<file path="config.mk">
export PLATFORM = sky130hd
export DESIGN_NAME = pdm_top
export DESIGN_NICKNAME = d
export VERILOG_FILES = /design/src/verilog/pdm_pkg.sv /design/src/verilog/pdm_reg_if.sv /design/src/verilog/pdm_top.sv /design/src/verilog/pdm_apb_slave.sv /design/src/verilog/pdm_flag.sv
export SDC_FILE = /design/constraint.sdc
export NUM_CORES = 1
export LEC_CHECK = 0
export BUFFER_PORTS_ARGS = -buffer_cell sky130_fd_sc_hd__buf_4
export CAP_MARGIN = 10
export CORE_UTILIZATION = 31
export DETAILED_ROUTE_END_ITERATION = 7
export PLACE_DENSITY = 0.51
export SLEW_MARGIN = 25
export SYNTH_ARGS = -nofsm -noshare
export SYNTH_HDL_FRONTEND = slang
export SYNTH_SLANG_ARGS = --single-unit
</file>
<file path="constraint.sdc">
create_clock -name sys_clk_i -period 4.65 [get_ports sys_clk_i]
set_input_delay 0.465 -clock sys_clk_i [delete_from_list [all_inputs] [get_ports sys_clk_i]]
set_output_delay 0.465 -clock sys_clk_i [all_outputs]
set_load 0.03 [all_outputs]
</file>
<file path="src/verilog/pdm_pkg.sv">
package pdm_pkg;

	// ------------------------------------------------------------
	// Widths
	// ------------------------------------------------------------
	localparam int unsigned ADDR_W = 8;
	localparam int unsigned DATA_W = 32;
	localparam int unsigned PTR_W  = 32;
	localparam int unsigned CNT_W  = 16;

	// ------------------------------------------------------------
	// Register byte offsets
	// ------------------------------------------------------------
	localparam logic [7:0] OFF_RX_CUR_PTR = 8'h00;
	localparam logic [7:0] OFF_RX_CUR_CNT = 8'h04;
	localparam logic [7:0] OFF_TX_CUR_PTR = 8'h08;
	localparam logic [7:0] OFF_TX_CUR_CNT = 8'h0C;
	localparam logic [7:0] OFF_RX_NXT_PTR = 8'h10;
	localparam logic [7:0] OFF_RX_NXT_CNT = 8'h14;
	localparam logic [7:0] OFF_TX_NXT_PTR = 8'h18;
	localparam logic [7:0] OFF_TX_NXT_CNT = 8'h1C;
	localparam logic [7:0] OFF_COMMAND    = 8'h20;
	localparam logic [7:0] OFF_STATUS     = 8'h24;

	// ------------------------------------------------------------
	// Field positions and reset values
	// ------------------------------------------------------------
	localparam int unsigned CMD_RX_EN  = 0;
	localparam int unsigned CMD_RX_DIS = 1;
	localparam int unsigned CMD_TX_EN  = 8;
	localparam int unsigned CMD_TX_DIS = 9;
	localparam int unsigned STAT_RX_EN = 0;
	localparam int unsigned STAT_TX_EN = 8;
	localparam logic [31:0] PTR_RST   = 32'h0000_0000;
	localparam logic [15:0] CNT_RST   = 16'h0000;
	localparam logic [1:0]  EN_RST    = 2'h0;

	// ------------------------------------------------------------
	// Directions, unit sizes and mover states
	// ------------------------------------------------------------
	localparam logic DIR_RX = 1'b0;
	localparam logic DIR_TX = 1'b1;
	localparam logic [1:0] SIZE_BYTE = 2'h0;
	localparam logic [1:0] SIZE_HALF = 2'h1;

	typedef enum logic [1:0] {
		ST_IDLE    = 2'b00,
		ST_RX_MEM  = 2'b01,
		ST_TX_MEM  = 2'b10,
		ST_TX_LOAD = 2'b11
	} pdm_state_t;

endpackage

</file>
<file path="src/verilog/pdm_reg_if.sv">
`timescale 1ns/1ps
interface pdm_reg_if;
	// Register access strobes from the bus slave
	logic        wr;
	logic        rd;
	logic [7:0]  addr;
	logic [31:0] wdata;
	// Answer from the register file
	logic [31:0] rdata;
	logic        err;

	modport slave (output wr, rd, addr, wdata, input rdata, err);
	modport regs  (input wr, rd, addr, wdata, output rdata, err);
endinterface

</file>
<file path="src/verilog/pdm_top.sv">
`timescale 1ns/1ps
// Summary of operation
// - Each channel holds 32-bit current/next pointers and 16-bit current/next counters.
// - Pointer advances by 1, 2 or 4 bytes per unit moved.
// - A rewritten pointer is used from the next unit on, no abort.
// - Current counter counts down per unit and is readable at any time.
// - Counter zero with next zero: stop moving and raise completion flag.
// - Counter zero with next nonzero: load next pair, zero it, carry on.
// - Receive end flag set at zero after memory write; nonzero count write clears.
// - Transmit end flag set at zero after holding load; nonzero count write clears.
// - Receive full flag set when both receive counters are zero.
// - Transmit empty flag set when both transmit counters are zero.
// - Receive ready: take holding register, buffer it, write to memory.
// - Transmit ready: read memory, load the transmit holding register.
// - Full duplex has two channels; half duplex shares one pointer set.
// - Zero current count halts; 1 to 65535 runs while enabled.
// - Command bits switch requests; status shows each enable.
// - Completion and buffer flags are delivered to the peripheral.
// - Enable acts only without its disable; zero bits do nothing.
// - Half duplex: receive enable drops transmit, any disable drops both.
// - Command bits 0,1,8,9; status enables at bits 0 and 8.
module pdm_top #(
	parameter bit HALF_DUPLEX = 1'b0
) (
	// Clock and reset
	input  wire logic        sys_clk_i,
	input  wire logic        srst_i,
	// APB register port
	input  wire logic        psel_i,
	input  wire logic        penable_i,
	input  wire logic        pwrite_i,
	input  wire logic [7:0]  paddr_i,
	input  wire logic [31:0] pwdata_i,
	output logic      [31:0] prdata_o,
	output logic             pready_o,
	output logic             pslverr_o,
	// Peripheral handshakes and holding registers
	input  wire logic [1:0]  xfer_size_i,
	input  wire logic        rx_ready_i,
	input  wire logic [31:0] rx_data_i,
	output logic             rx_take_o,
	input  wire logic        tx_ready_i,
	output logic      [31:0] tx_data_o,
	output logic             tx_load_o,
	// Flags to the peripheral status register
	output logic             receive_end_flag_o,
	output logic             transmit_end_flag_o,
	output logic             receive_buffer_full_flag_o,
	output logic             transmit_buffer_empty_flag_o,
	// Bus matrix master port
	output logic             mem_req_o,
	output logic             mem_write_o,
	output logic      [31:0] mem_addr_o,
	output logic      [1:0]  mem_size_o,
	output logic      [31:0] mem_wdata_o,
	input  wire logic [31:0] mem_rdata_i,
	input  wire logic        mem_ack_i
);

	// ------------------------------------------------------------
	// Helpers
	// ------------------------------------------------------------
	// Storage slot of a direction; half duplex folds both onto slot 0
	function automatic logic slot(input logic dir);
		return HALF_DUPLEX ? 1'b0 : dir;
	endfunction

	// Byte step of one unit; an undefined size code moves words
	function automatic logic [31:0] step(input logic [1:0] size);
		case (size)
			pdm_pkg::SIZE_BYTE: return 32'h0000_0001;
			pdm_pkg::SIZE_HALF: return 32'h0000_0002;
			default:            return 32'h0000_0004;
		endcase
	endfunction

	// Register offset of a direction: receive base or transmit base
	function automatic logic [7:0] dir_off(input logic dir, input logic [7:0] rx_off,
		input logic [7:0] tx_off);
		return dir ? tx_off : rx_off;
	endfunction

	// ------------------------------------------------------------
	// Bus slave
	// ------------------------------------------------------------
	pdm_reg_if ifc ();

	pdm_apb_slave u_apb (
		.psel_i    (psel_i),
		.penable_i (penable_i),
		.pwrite_i  (pwrite_i),
		.paddr_i   (paddr_i),
		.pwdata_i  (pwdata_i),
		.prdata_o  (prdata_o),
		.pready_o  (pready_o),
		.pslverr_o (pslverr_o),
		.ifc       (ifc.slave)
	);

	// ------------------------------------------------------------
	// Channel storage
	// ------------------------------------------------------------
	logic [31:0]          ptr_cur [2];
	logic [15:0]          cnt_cur [2];
	logic [31:0]          ptr_nxt [2];
	logic [15:0]          cnt_nxt [2];
	logic [1:0]           en;
	pdm_pkg::pdm_state_t  state;
	logic                 u_dir, u_done;
	logic [1:0]           want, rdy, dir_done, cnt_clr, end_flag, buf_flag;

	assign rdy = {tx_ready_i, rx_ready_i};

	// Unit finished: memory written for receive, holding loaded for transmit
	assign u_done = (state == pdm_pkg::ST_RX_MEM && mem_ack_i)
		| (state == pdm_pkg::ST_TX_LOAD);

	// ------------------------------------------------------------
	// Pointer and counter pairs, one slot per channel
	// ------------------------------------------------------------
	generate
		for (genvar s = 0; s < 2; s++) begin : g_slot
			logic       hw, zero_next;
			logic [1:0] w_cptr, w_ccnt, w_nptr, w_ncnt;

			// Software writes reaching this slot, per direction
			for (genvar d = 0; d < 2; d++) begin : g_dec
				logic hit;
				assign hit = ifc.wr && (slot(d[0]) == s[0]);
				assign w_cptr[d] = hit && ifc.addr == dir_off(d[0],
					pdm_pkg::OFF_RX_CUR_PTR, pdm_pkg::OFF_TX_CUR_PTR);
				assign w_ccnt[d] = hit && ifc.addr == dir_off(d[0],
					pdm_pkg::OFF_RX_CUR_CNT, pdm_pkg::OFF_TX_CUR_CNT);
				assign w_nptr[d] = hit && ifc.addr == dir_off(d[0],
					pdm_pkg::OFF_RX_NXT_PTR, pdm_pkg::OFF_TX_NXT_PTR);
				assign w_ncnt[d] = hit && ifc.addr == dir_off(d[0],
					pdm_pkg::OFF_RX_NXT_CNT, pdm_pkg::OFF_TX_NXT_CNT);
			end

			// Hardware step of this slot and its reload condition
			assign hw        = u_done && (slot(u_dir) == s[0]);
			assign zero_next = (cnt_cur[s] == 16'h0001) && (cnt_nxt[s] != 16'h0000);

			// Current pointer: software write wins, else step or reload
			always_ff @(posedge sys_clk_i) begin
				if (srst_i) begin
					ptr_cur[s] <= pdm_pkg::PTR_RST;
				end else if (|w_cptr) begin
					ptr_cur[s] <= ifc.wdata;
				end else if (hw && zero_next) begin
					ptr_cur[s] <= ptr_nxt[s];
				end else if (hw) begin
					ptr_cur[s] <= ptr_cur[s] + step(mem_size_o);
				end
			end

			// Current counter: count down per unit, reload from next pair
			always_ff @(posedge sys_clk_i) begin
				if (srst_i) begin
					cnt_cur[s] <= pdm_pkg::CNT_RST;
				end else if (|w_ccnt) begin
					cnt_cur[s] <= ifc.wdata[15:0];
				end else if (hw && zero_next) begin
					cnt_cur[s] <= cnt_nxt[s];
				end else if (hw) begin
					cnt_cur[s] <= cnt_cur[s] - 16'h0001;
				end
			end

			// Next pair: cleared once copied into the current pair
			always_ff @(posedge sys_clk_i) begin
				if (srst_i) begin
					ptr_nxt[s] <= pdm_pkg::PTR_RST;
					cnt_nxt[s] <= pdm_pkg::CNT_RST;
				end else begin
					if (|w_nptr) begin
						ptr_nxt[s] <= ifc.wdata;
					end else if (hw && zero_next) begin
						ptr_nxt[s] <= pdm_pkg::PTR_RST;
					end
					if (|w_ncnt) begin
						cnt_nxt[s] <= ifc.wdata[15:0];
					end else if (hw && zero_next) begin
						cnt_nxt[s] <= pdm_pkg::CNT_RST;
					end
				end
			end
		end
	endgenerate

	// ------------------------------------------------------------
	// Flags per direction
	// ------------------------------------------------------------
	generate
		for (genvar f = 0; f < 2; f++) begin : g_flag
			// Nonzero write to either counter of this direction
			assign cnt_clr[f] = ifc.wr && (ifc.wdata[15:0] != 16'h0000)
				&& (ifc.addr == dir_off(f[0], pdm_pkg::OFF_RX_CUR_CNT,
				pdm_pkg::OFF_TX_CUR_CNT) || ifc.addr == dir_off(f[0],
				pdm_pkg::OFF_RX_NXT_CNT, pdm_pkg::OFF_TX_NXT_CNT));
			assign dir_done[f] = u_done && (u_dir == f[0]);

			pdm_flag u_flag (
				.sys_clk_i  (sys_clk_i),
				.srst_i     (srst_i),
				.done_i     (dir_done[f]),
				.last_i     (cnt_cur[slot(f[0])] == 16'h0001),
				.nxt_zero_i (cnt_nxt[slot(f[0])] == 16'h0000),
				.clr_i      (cnt_clr[f]),
				.end_o      (end_flag[f]),
				.buf_o      (buf_flag[f])
			);
		end
	endgenerate

	// Flags go to the peripheral only
	assign receive_end_flag_o           = end_flag[pdm_pkg::DIR_RX];
	assign transmit_end_flag_o          = end_flag[pdm_pkg::DIR_TX];
	assign receive_buffer_full_flag_o   = buf_flag[pdm_pkg::DIR_RX];
	assign transmit_buffer_empty_flag_o = buf_flag[pdm_pkg::DIR_TX];

	// ------------------------------------------------------------
	// Request enables
	// ------------------------------------------------------------
	logic w_cmd, rx_on, rx_off, tx_on, tx_off;

	// Enable counts only if its own disable is not written with it
	assign w_cmd  = ifc.wr && (ifc.addr == pdm_pkg::OFF_COMMAND);
	assign rx_off = w_cmd && ifc.wdata[pdm_pkg::CMD_RX_DIS];
	assign tx_off = w_cmd && ifc.wdata[pdm_pkg::CMD_TX_DIS];
	assign rx_on  = w_cmd && ifc.wdata[pdm_pkg::CMD_RX_EN] && !rx_off;
	assign tx_on  = w_cmd && ifc.wdata[pdm_pkg::CMD_TX_EN] && !tx_off;

	// Enable register; half duplex keeps the two exclusive
	always_ff @(posedge sys_clk_i) begin
		if (srst_i) begin
			en <= pdm_pkg::EN_RST;
		end else if (HALF_DUPLEX) begin
			if (rx_off || tx_off) begin
				en <= 2'h0;
			end else if (rx_on) begin
				en <= 2'h1;
			end else if (tx_on) begin
				en <= 2'h2;
			end
		end else begin
			if (rx_off) begin
				en[pdm_pkg::DIR_RX] <= 1'b0;
			end else if (rx_on) begin
				en[pdm_pkg::DIR_RX] <= 1'b1;
			end
			if (tx_off) begin
				en[pdm_pkg::DIR_TX] <= 1'b0;
			end else if (tx_on) begin
				en[pdm_pkg::DIR_TX] <= 1'b1;
			end
		end
	end

	// ------------------------------------------------------------
	// Register read
	// ------------------------------------------------------------
	// Unmapped offsets answer with an error
	always_comb begin
		case (ifc.addr)
			pdm_pkg::OFF_RX_CUR_PTR, pdm_pkg::OFF_RX_CUR_CNT,
			pdm_pkg::OFF_TX_CUR_PTR, pdm_pkg::OFF_TX_CUR_CNT,
			pdm_pkg::OFF_RX_NXT_PTR, pdm_pkg::OFF_RX_NXT_CNT,
			pdm_pkg::OFF_TX_NXT_PTR, pdm_pkg::OFF_TX_NXT_CNT,
			pdm_pkg::OFF_COMMAND, pdm_pkg::OFF_STATUS: ifc.err = 1'b0;
			default:                                   ifc.err = 1'b1;
		endcase
	end

	// Read data captured in the setup cycle
	always_ff @(posedge sys_clk_i) begin
		if (srst_i) begin
			ifc.rdata <= 32'h0000_0000;
		end else if (ifc.rd) begin
			case (ifc.addr)
				pdm_pkg::OFF_RX_CUR_PTR: ifc.rdata <= ptr_cur[slot(pdm_pkg::DIR_RX)];
				pdm_pkg::OFF_RX_CUR_CNT: ifc.rdata <= {16'h0000, cnt_cur[slot(pdm_pkg::DIR_RX)]};
				pdm_pkg::OFF_TX_CUR_PTR: ifc.rdata <= ptr_cur[slot(pdm_pkg::DIR_TX)];
				pdm_pkg::OFF_TX_CUR_CNT: ifc.rdata <= {16'h0000, cnt_cur[slot(pdm_pkg::DIR_TX)]};
				pdm_pkg::OFF_RX_NXT_PTR: ifc.rdata <= ptr_nxt[slot(pdm_pkg::DIR_RX)];
				pdm_pkg::OFF_RX_NXT_CNT: ifc.rdata <= {16'h0000, cnt_nxt[slot(pdm_pkg::DIR_RX)]};
				pdm_pkg::OFF_TX_NXT_PTR: ifc.rdata <= ptr_nxt[slot(pdm_pkg::DIR_TX)];
				pdm_pkg::OFF_TX_NXT_CNT: ifc.rdata <= {16'h0000, cnt_nxt[slot(pdm_pkg::DIR_TX)]};
				pdm_pkg::OFF_STATUS: begin
					ifc.rdata                      <= 32'h0000_0000;
					ifc.rdata[pdm_pkg::STAT_RX_EN] <= en[pdm_pkg::DIR_RX];
					ifc.rdata[pdm_pkg::STAT_TX_EN] <= en[pdm_pkg::DIR_TX];
				end
				default: ifc.rdata <= 32'h0000_0000;
			endcase
		end
	end

	// ------------------------------------------------------------
	// Mover
	// ------------------------------------------------------------
	// A direction is served while enabled, counting and ready
	always_comb begin
		for (int d = 0; d < 2; d++) begin
			want[d] = en[d] && (cnt_cur[slot(d[0])] != 16'h0000) && rdy[d];
		end
	end

	// Sequence: receive takes priority over transmit when both ask
	always_ff @(posedge sys_clk_i) begin
		if (srst_i) begin
			state       <= pdm_pkg::ST_IDLE;
			u_dir       <= pdm_pkg::DIR_RX;
			rx_take_o   <= 1'b0;
			tx_load_o   <= 1'b0;
			tx_data_o   <= 32'h0000_0000;
			mem_req_o   <= 1'b0;
			mem_write_o <= 1'b0;
			mem_addr_o  <= 32'h0000_0000;
			mem_size_o  <= 2'h0;
			mem_wdata_o <= 32'h0000_0000;
		end else begin
			rx_take_o <= 1'b0;
			tx_load_o <= 1'b0;
			case (state)
				pdm_pkg::ST_IDLE: begin
					mem_size_o <= xfer_size_i;
					if (want[pdm_pkg::DIR_RX]) begin
						u_dir       <= pdm_pkg::DIR_RX;
						rx_take_o   <= 1'b1;
						mem_req_o   <= 1'b1;
						mem_write_o <= 1'b1;
						mem_addr_o  <= ptr_cur[slot(pdm_pkg::DIR_RX)];
						mem_wdata_o <= rx_data_i;
						state       <= pdm_pkg::ST_RX_MEM;
					end else if (want[pdm_pkg::DIR_TX]) begin
						u_dir       <= pdm_pkg::DIR_TX;
						mem_req_o   <= 1'b1;
						mem_write_o <= 1'b0;
						mem_addr_o  <= ptr_cur[slot(pdm_pkg::DIR_TX)];
						state       <= pdm_pkg::ST_TX_MEM;
					end
				end
				pdm_pkg::ST_RX_MEM: begin
					if (mem_ack_i) begin
						mem_req_o <= 1'b0;
						state     <= pdm_pkg::ST_IDLE;
					end
				end
				pdm_pkg::ST_TX_MEM: begin
					if (mem_ack_i) begin
						mem_req_o <= 1'b0;
						tx_data_o <= mem_rdata_i;
						tx_load_o <= 1'b1;
						state     <= pdm_pkg::ST_TX_LOAD;
					end
				end
				pdm_pkg::ST_TX_LOAD: begin
					state <= pdm_pkg::ST_IDLE;
				end
				default: state <= pdm_pkg::ST_IDLE;
			endcase
		end
	end

endmodule

</file>
<file path="src/verilog/pdm_apb_slave.sv">
`timescale 1ns/1ps
module pdm_apb_slave (
	// APB slave port
	input  wire logic        psel_i,
	input  wire logic        penable_i,
	input  wire logic        pwrite_i,
	input  wire logic [7:0]  paddr_i,
	input  wire logic [31:0] pwdata_i,
	output logic      [31:0] prdata_o,
	output logic             pready_o,
	output logic             pslverr_o,
	// Register file side
	pdm_reg_if.slave         ifc
);

	// ------------------------------------------------------------
	// Strobes
	// ------------------------------------------------------------
	// Read data is captured during setup, so access needs no wait
	assign ifc.rd    = psel_i & ~penable_i & ~pwrite_i;
	assign ifc.wr    = psel_i & penable_i & pwrite_i;
	assign ifc.addr  = paddr_i;
	assign ifc.wdata = pwdata_i;

	// ------------------------------------------------------------
	// Answer
	// ------------------------------------------------------------
	// Zero wait states; unmapped access flagged in access phase
	assign pready_o  = 1'b1;
	assign pslverr_o = psel_i & penable_i & ifc.err;
	assign prdata_o  = ifc.rdata;

endmodule

</file>
<file path="src/verilog/pdm_flag.sv">
`timescale 1ns/1ps
module pdm_flag (
	// Clock and reset
	input  wire logic sys_clk_i,
	input  wire logic srst_i,
	// Events
	input  wire logic done_i,
	input  wire logic last_i,
	input  wire logic nxt_zero_i,
	input  wire logic clr_i,
	// Flags
	output logic      end_o,
	output logic      buf_o
);

	// End flag: set on last unit of current pair, set wins over clear
	always_ff @(posedge sys_clk_i) begin
		if (srst_i) begin
			end_o <= 1'b0;
		end else if (done_i && last_i) begin
			end_o <= 1'b1;
		end else if (clr_i) begin
			end_o <= 1'b0;
		end
	end

	// Buffer flag: set when no next pair is waiting either
	always_ff @(posedge sys_clk_i) begin
		if (srst_i) begin
			buf_o <= 1'b0;
		end else if (done_i && last_i && nxt_zero_i) begin
			buf_o <= 1'b1;
		end else if (clr_i) begin
			buf_o <= 1'b0;
		end
	end

endmodule

</file>
==> summary.md, run 1 <==
| Metric | Value |
|---|---|
| Sw Pwr | `2198 µW` |
| Run status | `finished clean` |
| Max-slew headroom | `33.62%` |
| Post-synth top flop | `edfxtp_1` |
| Share of cells above drive strength 1 | `21.77%` |
| Post-Layout Cell Count | `2712` |
| Largest net degree at the start of global routing | `68` |
| Yosys cell types | `69` |
| Hold depth | `2` |
| Net Sw Frac | `28.13%` |
| Critical-path top delay cell | `nor2b_4` |
| IR drop worst, VDD | `0.2150 mV` |
| CTS Sinks | `335` |
| Final Critical Period | `3485 ps` |
| Initial DRC count | `1621` |
| Post-cts resize count | `0` |
| Total number of vias | `15050` |
| Hold Vio Cnt, Final | `0` |
| WP buf/inv | `1` |
| CTS tree | `done` |
| Initial core utilization | `31.67%` |
| Worst Hold Class | `input port to flip-flop` |
| Drt pass-1 iters | `6` |
| Yosys warns | `0` |
| Clock Power Share | `41.6%` |
| Worst EP arrival | `3870 ps` |
| Worst Tran Pin Value | `995.7 ps` |
| Post-detail-place hpwl | `46610 µm` |
| Die Y | `237.6 µm` |
| Skew-Pair Late Insertion Delay | `580 ps` |
| ANT nets after route | `0` |
| Cts-stage hold buffer count | `0` |
| Post-synth ARST share | `0%` |
| Number of max-cap violations | `0` |
| Area grow syn2layout | `22.79%` |
| R2R setup slack | `1170 ps` |
| Reg2reg end | `ptr_cur[0][29]` |
| Routed wire length | `65440 µm` |
| Synthesized net count | `1874` |
| DRC Markers | `0` |
| Clock buffer count from CTS | `42` |
| Origin of the critical flop-to-flop path | `cnt_cur[0][10]` |
| LEAKAGE | `0.007735 µW` |
| Fin crit share | `74.95%` |
| Clock Path Buffers | `3` |
| Chip width | `237.6 µm` |
| Sequential power share | `45.6%` |
| Vias in the first global route | `14360` |
| Placed cell count | `2634` |
| Sequential-to-total area share from yosys stat | `50.13%` |
| Clock transition at path regs | `60 ps` |
| FMAX | `286.9 MHz` |
| Worst path cell trace | `or4_4 -> nor4_1 -> nand4_1 -> nor2b_4 -> buf_4 -> a22oi_1 -> o21ai_0` |
| Clock Skew | `24.31 ps` |
| Syn_area_per_cell | `9.863 µm²` |
| Vias/cell | `5.548` |
| CP peak stage delay | `750 ps` |
| First-pass GRT wire length | `94920 µm` |
| Cell family with most CP delay | `simple AND/OR/NAND/NOR gates` |
| Logic pwr share | `12.8%` |
| Gate count of the mapped netlist | `1745` |
| Hold path start | `rx_data_i[11]` |
| Slew Viols, Final | `0` |
| Total grt overflow | `0` |
| Worst path required time | `5030 ps` |
| # Post-CTS Setup Buffers | `0` |
| Core Area | `54350 µm²` |
| Synthesized flop and latch total | `335` |
| Site Rows | `85` |
| Worst R2R Path Depth | `7` |
| RSZ-0062 raised after global routing | `no` |
| Post-synth EDFFs | `192` |
| Fin util | `38.89%` |
| Per-cell routed wire length | `24.13 µm` |
| RD Place Congestion | `0.9498` |
| Worst Path Max Fanout | `21` |
| Layout Nets | `2068` |
| Die ar. | `56460 µm²` |
| CP Capture Type | `flip-flop` |
| Min-Delay Endpoint | `mem_wdata_o[11]` |
| GRT Total Usage | `22.49%` |
| PwrDens | `369.8 nW/µm²` |
| Initial antenna violation count | `4` |
| Final setup fails | `0` |
| CP startpoint kind | `flip-flop` |
| # IOs | `254` |
| Hold slack | `120.1 ps` |
| PortBufs | `252` |
| Setup TNS | `0 ps` |
| H-tree Lvls | `2` |
| Root Buffer | `clkbuf_16` |
| Internal | `5617 µW` |
| Cell Area, Synth | `17210 µm²` |
| Critical path class | `flip-flop to flip-flop` |
==> metrics by stage <==
step           total power (µW)  instance area [µm²]  setup slack [ps]
2_1_floorplan              4149                17210             415.3
3_3_place_gp               4609                19750              1080
3_5_place_dp               4612                19770              1223
4_1_cts                    7874                21130              1193
5_1_grt                    8078                21130             890.6
6_report                   7815                21130              1165
==> worst register-to-register path, delay by kind of cell, from the launching register on <==
kind,cells,cell delay [ps]
simple gates,4,2310
buf+inv,1,330
flops,1,430
compound gates,2,240
==> logic make-up (layout without fill, tap and decap cells) <==
logic type                 after synthesis  after routing  share of synthesized area (%)
and+or+nand+nor                        629            629                          17.85
AOI/OAI and AO/OA                      479            479                          19.93
DFF                                    335            335                          50.13
buffers and inverters                  160            386                          4.035
xor gates and xnor gates                84             84                          4.275
muxes                                   42             42                          2.668
adders and majority gates               15             15                          1.091
other                                    1              3                        0.02179
==> sequential cells by signal, summed over array words and instances (netlist names) <==
| name | cells |
|---|---|
| mem_wdata_o | 32 |
| en | 2 |
| mem_addr_o | 32 |
| tx_data_o | 32 |
| cnt_nxt | 32 |
| state | 2 |
| cnt_cur | 32 |
| mem_req_o | 1 |
| g_flag.u_flag.end_o | 2 |
| rx_take_o | 1 |
| ptr_nxt | 64 |
| g_flag.u_flag.buf_o | 2 |
| ifc.rdata | 32 |
| u_dir | 1 |
| ptr_cur | 64 |
| mem_size_o | 2 |
| tx_load_o | 1 |
| mem_write_o | 1 |
==> Yosys cell counts, types with 16 or more instances <==
cell type | count | area share, %
nand2_1 | 234 | 5.1
a22oi_1 | 36 | 1.6
a221oi_1 | 47 | 2.4
xnor2_1 | 43 | 2.2
nand3_1 | 32 | 0.93
nand4_1 | 24 | 0.87
xor2_1 | 41 | 2.1
clkbuf_1 | 96 | 2.1
a21o_1 | 16 | 0.70
edfxtp_1 | 192 | 34
a22o_1 | 48 | 2.4
dfxtp_1 | 143 | 17
nor3_1 | 20 | 0.58
nor2_1 | 118 | 2.6
a311oi_2 | 27 | 2.4
a21oi_1 | 119 | 3.5
nor4_1 | 30 | 1.1
inv_1 | 23 | 0.50
mux2i_1 | 29 | 1.7
o21ai_0 | 97 | 2.8
a211oi_1 | 16 | 0.70
and2_1 | 105 | 3.8
==> worst max path at each step <==
stage	startpoint	to	slack (ps)	cells after the start
after global placement	cnt_cur[0][10]	ptr_cur[0][31]	1080	7
final	cnt_cur[0][10]	ptr_cur[0][29]	1170	7
after global routing	cnt_cur[1][4]	ptr_cur[1][21]	890	6
after floorplan	paddr_i[4]	ptr_nxt[0][0]	420	5
after detailed placement	cnt_cur[0][10]	ptr_nxt[0][30]	1220	7
after CTS	cnt_cur[0][10]	ptr_nxt[0][14]	1190	7
==> layer usage <==
metal	track usage (%)	part of all wire (%)	routed length, µm	vias to the layer above
met5	0	0.018	12	-
met2	34.45	45	29260	717
met1	30.27	43	28230	7365
met3	5.481	8.5	5556	126
li1	-	-	-	6836
met4	9.169	3.6	2378	2
==> layout make-up <==
| type | count | area, µm² |
|---|---|---|
| inverters | 23 | 86.33 |
| repair buffers | 287 | 2167 |
| clock inverters | 8 | 51.30 |
| clock buffers | 68 | 1305 |
| fillers | 5414 | 33210 |
| multi-input cells | 1250 | 7965 |
| diodes | 2 | 5.005 |
| well taps | 739 | 924.6 |
| flip-flops and latches | 335 | 8628 |
==> power groups by stage <==
stage	Clock (µW)	Sequential [µW]	Combinational [µW]
floorplan	0	3570	575
global placement	0	3620	993
detailed placement	0	3620	997
CTS	3320	3550	1000
global route	3410	3580	1080
finish	3250	3570	1000
==> cell usage in the layout, fill, tap and decap left out, types with 43 or more instances in the layout <==
cell       count
buf_4        286
nand2_1      232
edfxtp_1     192
dfxtp_1      143
a21oi_1      119
nor2_1       115
and2_1       104
o21ai_0       90
a22o_1        48
a221oi_1      47
clkbuf_16     47
xnor2_1       43
No activity file was read; power rests on OpenSTA's default activity.
==> run 2: changes to the inputs <==
- clock period: 4.65 -> 3.6 ns (I/O delays scaled with it)
==> run 2 against run 1 <==
Effect of this change:
- via count increased by 0.37%
- critical path depth unchanged
- final cell count increased by 1.3%
- total power increased by 28%
- setup slack got worse by 720 ps
- flip-flop and latch count unchanged
- sequential power increased by 29%
- largest power group unchanged
==> summary.md, run 2 (same netlist as run 1, synthesis figures left out) <==
| Metric | Value |
|---|---|
| PwrDens | `464.5 nW/µm² (+26%)` |
| Biggest regs | `ptr_cur: 64 flops, ptr_nxt: 64 flops` |
| Clock transition at path regs | `60 ps (about the same)` |
| Fill cell count | `5396 (-0.33%)` |
| Clock Skew | `27.02 ps (+2.711 ps)` |
| # Post-CTS Setup Buffers | `0 (unchanged)` |
| Worst Hold Class | `input port to flip-flop` |
| Cell Area, Placed | `19900 µm² (+0.66%)` |
| Hold path start | `rx_data_i[14]` |
| Largest net degree at the start of global routing | `69 (+1.5%)` |
| Core Area | `54350 µm² (unchanged)` |
| Layout Nets | `2109 (+2.0%)` |
| GRT Total Usage | `23.03% (+0.54 points)` |
| Design Area, Final | `21510 µm² (+1.8%)` |
| RSZ-0062 raised after global routing | `no` |
| Worst EP arrival | `3450 ps (-420 ps)` |
| Die ar. | `56460 µm² (unchanged)` |
| Fin crit share | `87.75% (+13 points)` |
| Die Y | `237.6 µm (unchanged)` |
| CP Capture Type | `flip-flop` |
| Chip width | `237.6 µm (unchanged)` |
| Critical-path top delay cell | `or4_4` |
| Share of cells above drive strength 1 | `21.85% (+0.086 points)` |
| IR drop worst, VDD | `0.2916 mV (+36%)` |
| Skew-Pair Late Insertion Delay | `570 ps (about the same)` |
| Area grow syn2layout | `24.97%` |
| WP depth | `7 (unchanged)` |
| Reg2reg end | `ptr_cur[0][15]` |
| Run status | `finished clean` |
| CP peak stage delay | `580 ps (-170 ps)` |
| Total grt overflow | `0 (unchanged)` |
| Initial antenna violation count | `1 (-3)` |
| Worst R2R Path Depth | `7 (unchanged)` |
| Post-cts resize count | `0 (unchanged)` |
| Final setup fails | `0 (unchanged)` |
| CP startpoint kind | `flip-flop` |
| Crit path launch | `cnt_cur[0][10]` |
| Routed wire length | `66320 µm (+1.4%)` |
| Critical path class | `flip-flop to flip-flop` |
| LEAKAGE | `0.007919 µW (+2.4%)` |
| First-pass GRT wire length | `97150 µm (+2.3%)` |
| Clock buffer count from CTS | `40 (-4.8%)` |
| Cts-stage hold buffer count | `30 (+30)` |
| Final Critical Period | `3159 ps (-325.9 ps)` |
| CTS Sinks | `335 (unchanged)` |
| Diode count | `0 (-2)` |
| Post-detail-place hpwl | `46760 µm (+0.33%)` |
| R2R setup slack | `440 ps (-720 ps)` |
| Vias in the first global route | `14650 (+2.1%)` |
| Power Total | `9989 µW (+28%)` |
| Site Rows | `85 (unchanged)` |
| ANT nets after route | `0 (unchanged)` |
| Total number of vias | `15100 (+0.37%)` |
| Per-cell routed wire length | `24.14 µm (about the same)` |
| Number of max-cap violations | `0 (unchanged)` |
| H-tree Lvls | `2 (unchanged)` |
| # IOs | `254 (unchanged)` |
| Cell family with most CP delay | `simple AND/OR/NAND/NOR gates` |
| Setup TNS | `0 ps (unchanged)` |
| Worst Path Max Fanout | `18 (-14%)` |
| Max-slew headroom | `31.45% (-2.2 points)` |
| Root Buffer | `clkbuf_16` |
| Origin of the critical flop-to-flop path | `cnt_cur[0][10]` |
| WP buf/inv | `1 (unchanged)` |
| Drt pass-1 iters | `6 (unchanged)` |
| Worst path required time | `3890 ps (-1140 ps)` |
| DRC Markers | `0 (unchanged)` |
| Initial DRC count | `1497 (-7.6%)` |
| Clock Path Buffers | `3 (unchanged)` |
| CP Capture Point | `ptr_cur[0][15]` |
| PortBufs | `252 (unchanged)` |
| Worst path cell trace | `or4_4 -> nor4_1 -> nand4_1 -> and2_1 -> buf_4 -> a221oi_1 -> a21oi_1` |
| FMAX | `316.5 MHz (+10%)` |
| Vias/cell | `5.496 (-0.94%)` |
| Hold Vio Cnt, Final | `0 (unchanged)` |
| CTS tree | `done` |
| Worst Tran Pin Value | `1026 ps (+30.52 ps)` |
| Slew Viols, Final | `0 (unchanged)` |
| Commonest non-fill, non-tap cell in the layout | `buf_4` |
| RD Place Congestion | `0.9018 (-5.1%)` |
| Initial core utilization | `31.67% (unchanged)` |
| Most frequent cells in the layout | `296 x buf_4, 232 x nand2_1, 192 x edfxtp_1` |
-- run 2: cell types whose count changed in the layout (fill, tap and decap cells not counted), sizes merged --
cell and change:
diode -2, clkbuf -10, inv -3, bufinv +1, clkinv +7, buf +13
dlygate4sd3 +30
-- run 2: metrics by stage --
step	utilization [%]	hold slack, ps	instances	worst slack [ps]
floorplan	-	492.7	1745	296.5
global placement	36.55	441.0	2646	435.3
detailed placement	36.62	446.8	2647	452.4
CTS	39.57	2.844	2748	440.0
global route	39.57	32.94	2748	180.5
finish	39.57	32.35	2748	440.9
-- run 2: report_power, final --
group / switching (µW) / internal (µW) / leakage [µW]
clock: 1680 / 2400 / 0.000645
combinational: 819 / 501 / 0.00421
sequential: 296 / 4300 / 0.00306
total: 2790 / 7200 / 0.00792
-- run 2: how the worst min path moves through the flow --
stage                     slack [ps]               to  cells past startpoint
after floorplan                  490  mem_wdata_o[23]                      1
after CTS                          3  mem_wdata_o[14]                      2
after detailed placement         450     tx_data_o[9]                      2
after global routing              30  mem_wdata_o[17]                      2
final                             30  mem_wdata_o[14]                      2
after global placement           440    ifc.rdata[15]                      2
-- run 2: layout make-up --
type                    instances  area (µm²)  area share, %
multi-input cells            1250        7953          36.98
clock buffers                  58        1207          5.614
inverters                      23       86.33         0.4014
repair buffers                330        2610          12.14
well taps                     739       924.6          4.299
clock inverters                13       97.59         0.4538
flip-flops and latches        335        8628          40.12
-- run 2: per-layer routing --
| layer | global-route usage [%] | vias up | wire, µm | part of all wire (%) |
|---|---|---|---|---|
| li1 | - | 6927 | - | - |
| met1 | 31.24 | 7441 | 28750 | 43 |
| met2 | 36.56 | 620 | 30770 | 46 |
| met3 | 3.983 | 114 | 4550 | 6.9 |
| met4 | 8.700 | 0 | 2253 | 3.4 |
| met5 | 0 | - | 0 | 0 |
-- run 2: worst register-to-register path, stage by stage (launching register included) --
cell	delay, ps
edfxtp_1	430
or4_4	580
nor4_1	360
nand4_1	430
and2_1	490
buf_4	280
a221oi_1	240
a21oi_1	70
==> run 3: changes to the inputs <==
==> constraint.sdc (replaced) <==
create_clock -name sys_clk_i -period 3.6 [get_ports sys_clk_i]
set_input_delay 0.72 -clock sys_clk_i [delete_from_list [all_inputs] [get_ports sys_clk_i]]
set_output_delay 0.72 -clock sys_clk_i [all_outputs]
set_load 0.03 [all_outputs]
==> run 3 against run 2 <==
Effect of this change:
- die area unchanged
- maximum frequency down 7.3%
- clock skew is 5.1 ps lower
- clock-buffer cell count shrank 2
- total power is 1.5% lower
- sequential power about the same
- first-iteration DRC count down 4.8%
- highest routed layer unchanged
==> summary.md, run 3 (same netlist as run 1, synthesis figures left out) <==
| Metric | Value |
|---|---|
| Run status | `finished clean` |
| Final Critical Period | `3408 ps (+248.6 ps)` |
| CP startpoint kind | `flip-flop` |
| Root Buffer | `clkbuf_16` |
| Skew-Pair Late Insertion Delay | `570 ps (about the same)` |
| Per-cell routed wire length | `24.09 µm (-0.17%)` |
| Die Y | `237.6 µm (unchanged)` |
| Critical path class | `flip-flop to flip-flop` |
| Worst Hold Class | `input port to flip-flop` |
| Final WS setup | `192.3 ps (-248.6 ps)` |
| Power Total | `9843 µW (-1.5%)` |
| # IOs | `254 (unchanged)` |
| CTS Sinks | `335 (unchanged)` |
| Hold slack | `375.5 ps (+343.2 ps)` |
| Clock Path Buffers | `3 (unchanged)` |
| Clock Skew | `21.92 ps (-5.098 ps)` |
| Slew Viols, Final | `0 (unchanged)` |
| Most frequent cells in the layout | `302 x buf_4, 232 x nand2_1, 192 x edfxtp_1` |
| Cell Area, Placed | `19900 µm² (about the same)` |
| Final setup fails | `0 (unchanged)` |
| IR drop worst, VDD | `0.2657 mV (-8.9%)` |
| Worst EP arrival | `3670 ps (+220 ps)` |
| Initial DRC count | `1425 (-4.8%)` |
| Layout Nets | `2084 (-1.2%)` |
| Fill cell count | `5421 (+0.46%)` |
| Chip width | `237.6 µm (unchanged)` |
| Commonest non-fill, non-tap cell in the layout | `buf_4` |
| Max-slew headroom | `34.69% (+3.2 points)` |
| ANT nets after route | `0 (unchanged)` |
| GRT Total Usage | `22.67% (-0.37 points)` |
| DRC Markers | `0 (unchanged)` |
| CP Capture Type | `flip-flop` |
| Clock buffer count from CTS | `40 (unchanged)` |
| Setup TNS | `0 ps (unchanged)` |
| Share of cells above drive strength 1 | `22.32% (+0.47 points)` |
| LEAKAGE | `0.007755 µW (-2.1%)` |
| PortBufs | `252 (unchanged)` |
| H-tree Lvls | `2 (unchanged)` |
| Design Area, Final | `21150 µm² (-1.7%)` |
| Largest net degree at the start of global routing | `54 (-22%)` |
| Fin crit share | `94.66% (+6.9 points)` |
| Drt pass-1 iters | `6 (unchanged)` |
| Area grow syn2layout | `22.89%` |
| Routed wire length | `65630 µm (-1.0%)` |
| Initial core utilization | `31.67% (unchanged)` |
| Number of max-cap violations | `0 (unchanged)` |
| Clock transition at path regs | `60 ps (about the same)` |
| Initial antenna violation count | `3 (+2)` |
| Place WS | `254.7 ps (-197.7 ps)` |
| Core Area | `54350 µm² (unchanged)` |
| Worst path required time | `3860 ps (-30 ps)` |
| Vias/cell | `5.532 (+0.65%)` |
| FMAX | `293.5 MHz (-7.3%)` |
| Site Rows | `85 (unchanged)` |
| Post-detail-place hpwl | `46950 µm (+0.40%)` |
| Worst Tran Pin Value | `979.7 ps (-46.55 ps)` |
| Total number of vias | `15070 (-0.23%)` |
| Die ar. | `56460 µm² (unchanged)` |
| PwrDens | `465.4 nW/µm² (+0.20%)` |
| Vias in the first global route | `14390 (-1.8%)` |
| Hold Vio Cnt, Final | `0 (unchanged)` |
| Total grt overflow | `0 (unchanged)` |
| Biggest regs | `ptr_cur: 64 flops, ptr_nxt: 64 flops` |
| CTS tree | `done` |
| First-pass GRT wire length | `95410 µm (-1.8%)` |
| RD Place Congestion | `0.9095 (+0.85%)` |
| RSZ-0062 raised after global routing | `no` |
| Worst Path Max Fanout | `19 (+1)` |
| Diode count | `0 (unchanged)` |
[run 3: cell count changes in the layout (fill, tap and decap cells not counted), moves of 2 or more]
cell,delta
buf_4,+6
clkbuf_8,-3
dlygate4sd3_1,-30
clkinvlp_4,+6
o21ai_4,-2
clkbuf_16,-2
o21ai_2,+2
clkbuf_1,+3
[run 3: worst paths after layout]
check	startpoint	end	slack, ps	cells past startpoint
hold / removal	rx_data_i[10]	mem_wdata_o[10]	380	2
setup reg to reg	cnt_cur[0][10]	ptr_nxt[0][25]	190	7
hold reg to reg	tx_data_o[6]	tx_data_o[6]	450	2
setup / recovery	cnt_cur[0][10]	ptr_nxt[0][25]	190	7
[run 3: cell type report]
cell class              instances  area, µm²  area share [%]
inverters                      23      86.33          0.4082
well taps                     739      924.6           4.372
flip-flops and latches        335       8628           40.80
multi-input cells            1250       7931           37.50
clock buffers                  56       1127           5.330
clock inverters                16      125.1          0.5916
repair buffers                305       2327           11.00
[run 3: timing repair]
action	in CTS	in global routing
buffers inserted	0	0
endpoints found under the hold margin	0	0
gates resized for setup	0	1
hold buffers	0	0
endpoints found under the setup margin	0	7
[run 3: critical path, stage by stage, from the launching register on]
cell	delay, ps
edfxtp_1	440
or4_4	590
nor4_1	430
nand4_1	520
nor3_1	320
nor2_1	110
o21ai_2	400
buf_12	270
[run 3: routing by layer]
layer	share of wire [%]	global-route usage [%]
met5	0	0
met4	4.0	9.365
met1	42	30.90
met3	7.8	3.484
met2	46	35.74
[run 3: per-stage QoR]
| stage | utilization [%] | instances |
|---|---|---|
| final | 38.92 | 2724 |
| after detailed placement | 36.61 | 2652 |
| after CTS | 38.92 | 2724 |
| after global placement | 36.59 | 2652 |
| after global routing | 38.92 | 2724 |
| after floorplan | - | 1745 |
[run 3: power breakdown]
part / switching [µW] / leakage (µW) / internal (µW)
Clock: 1690 / 0.000594 / 2270
Sequential: 302 / 0.00306 / 4300
Combinational: 811 / 0.00410 / 478
Total: 2800 / 0.00775 / 7040
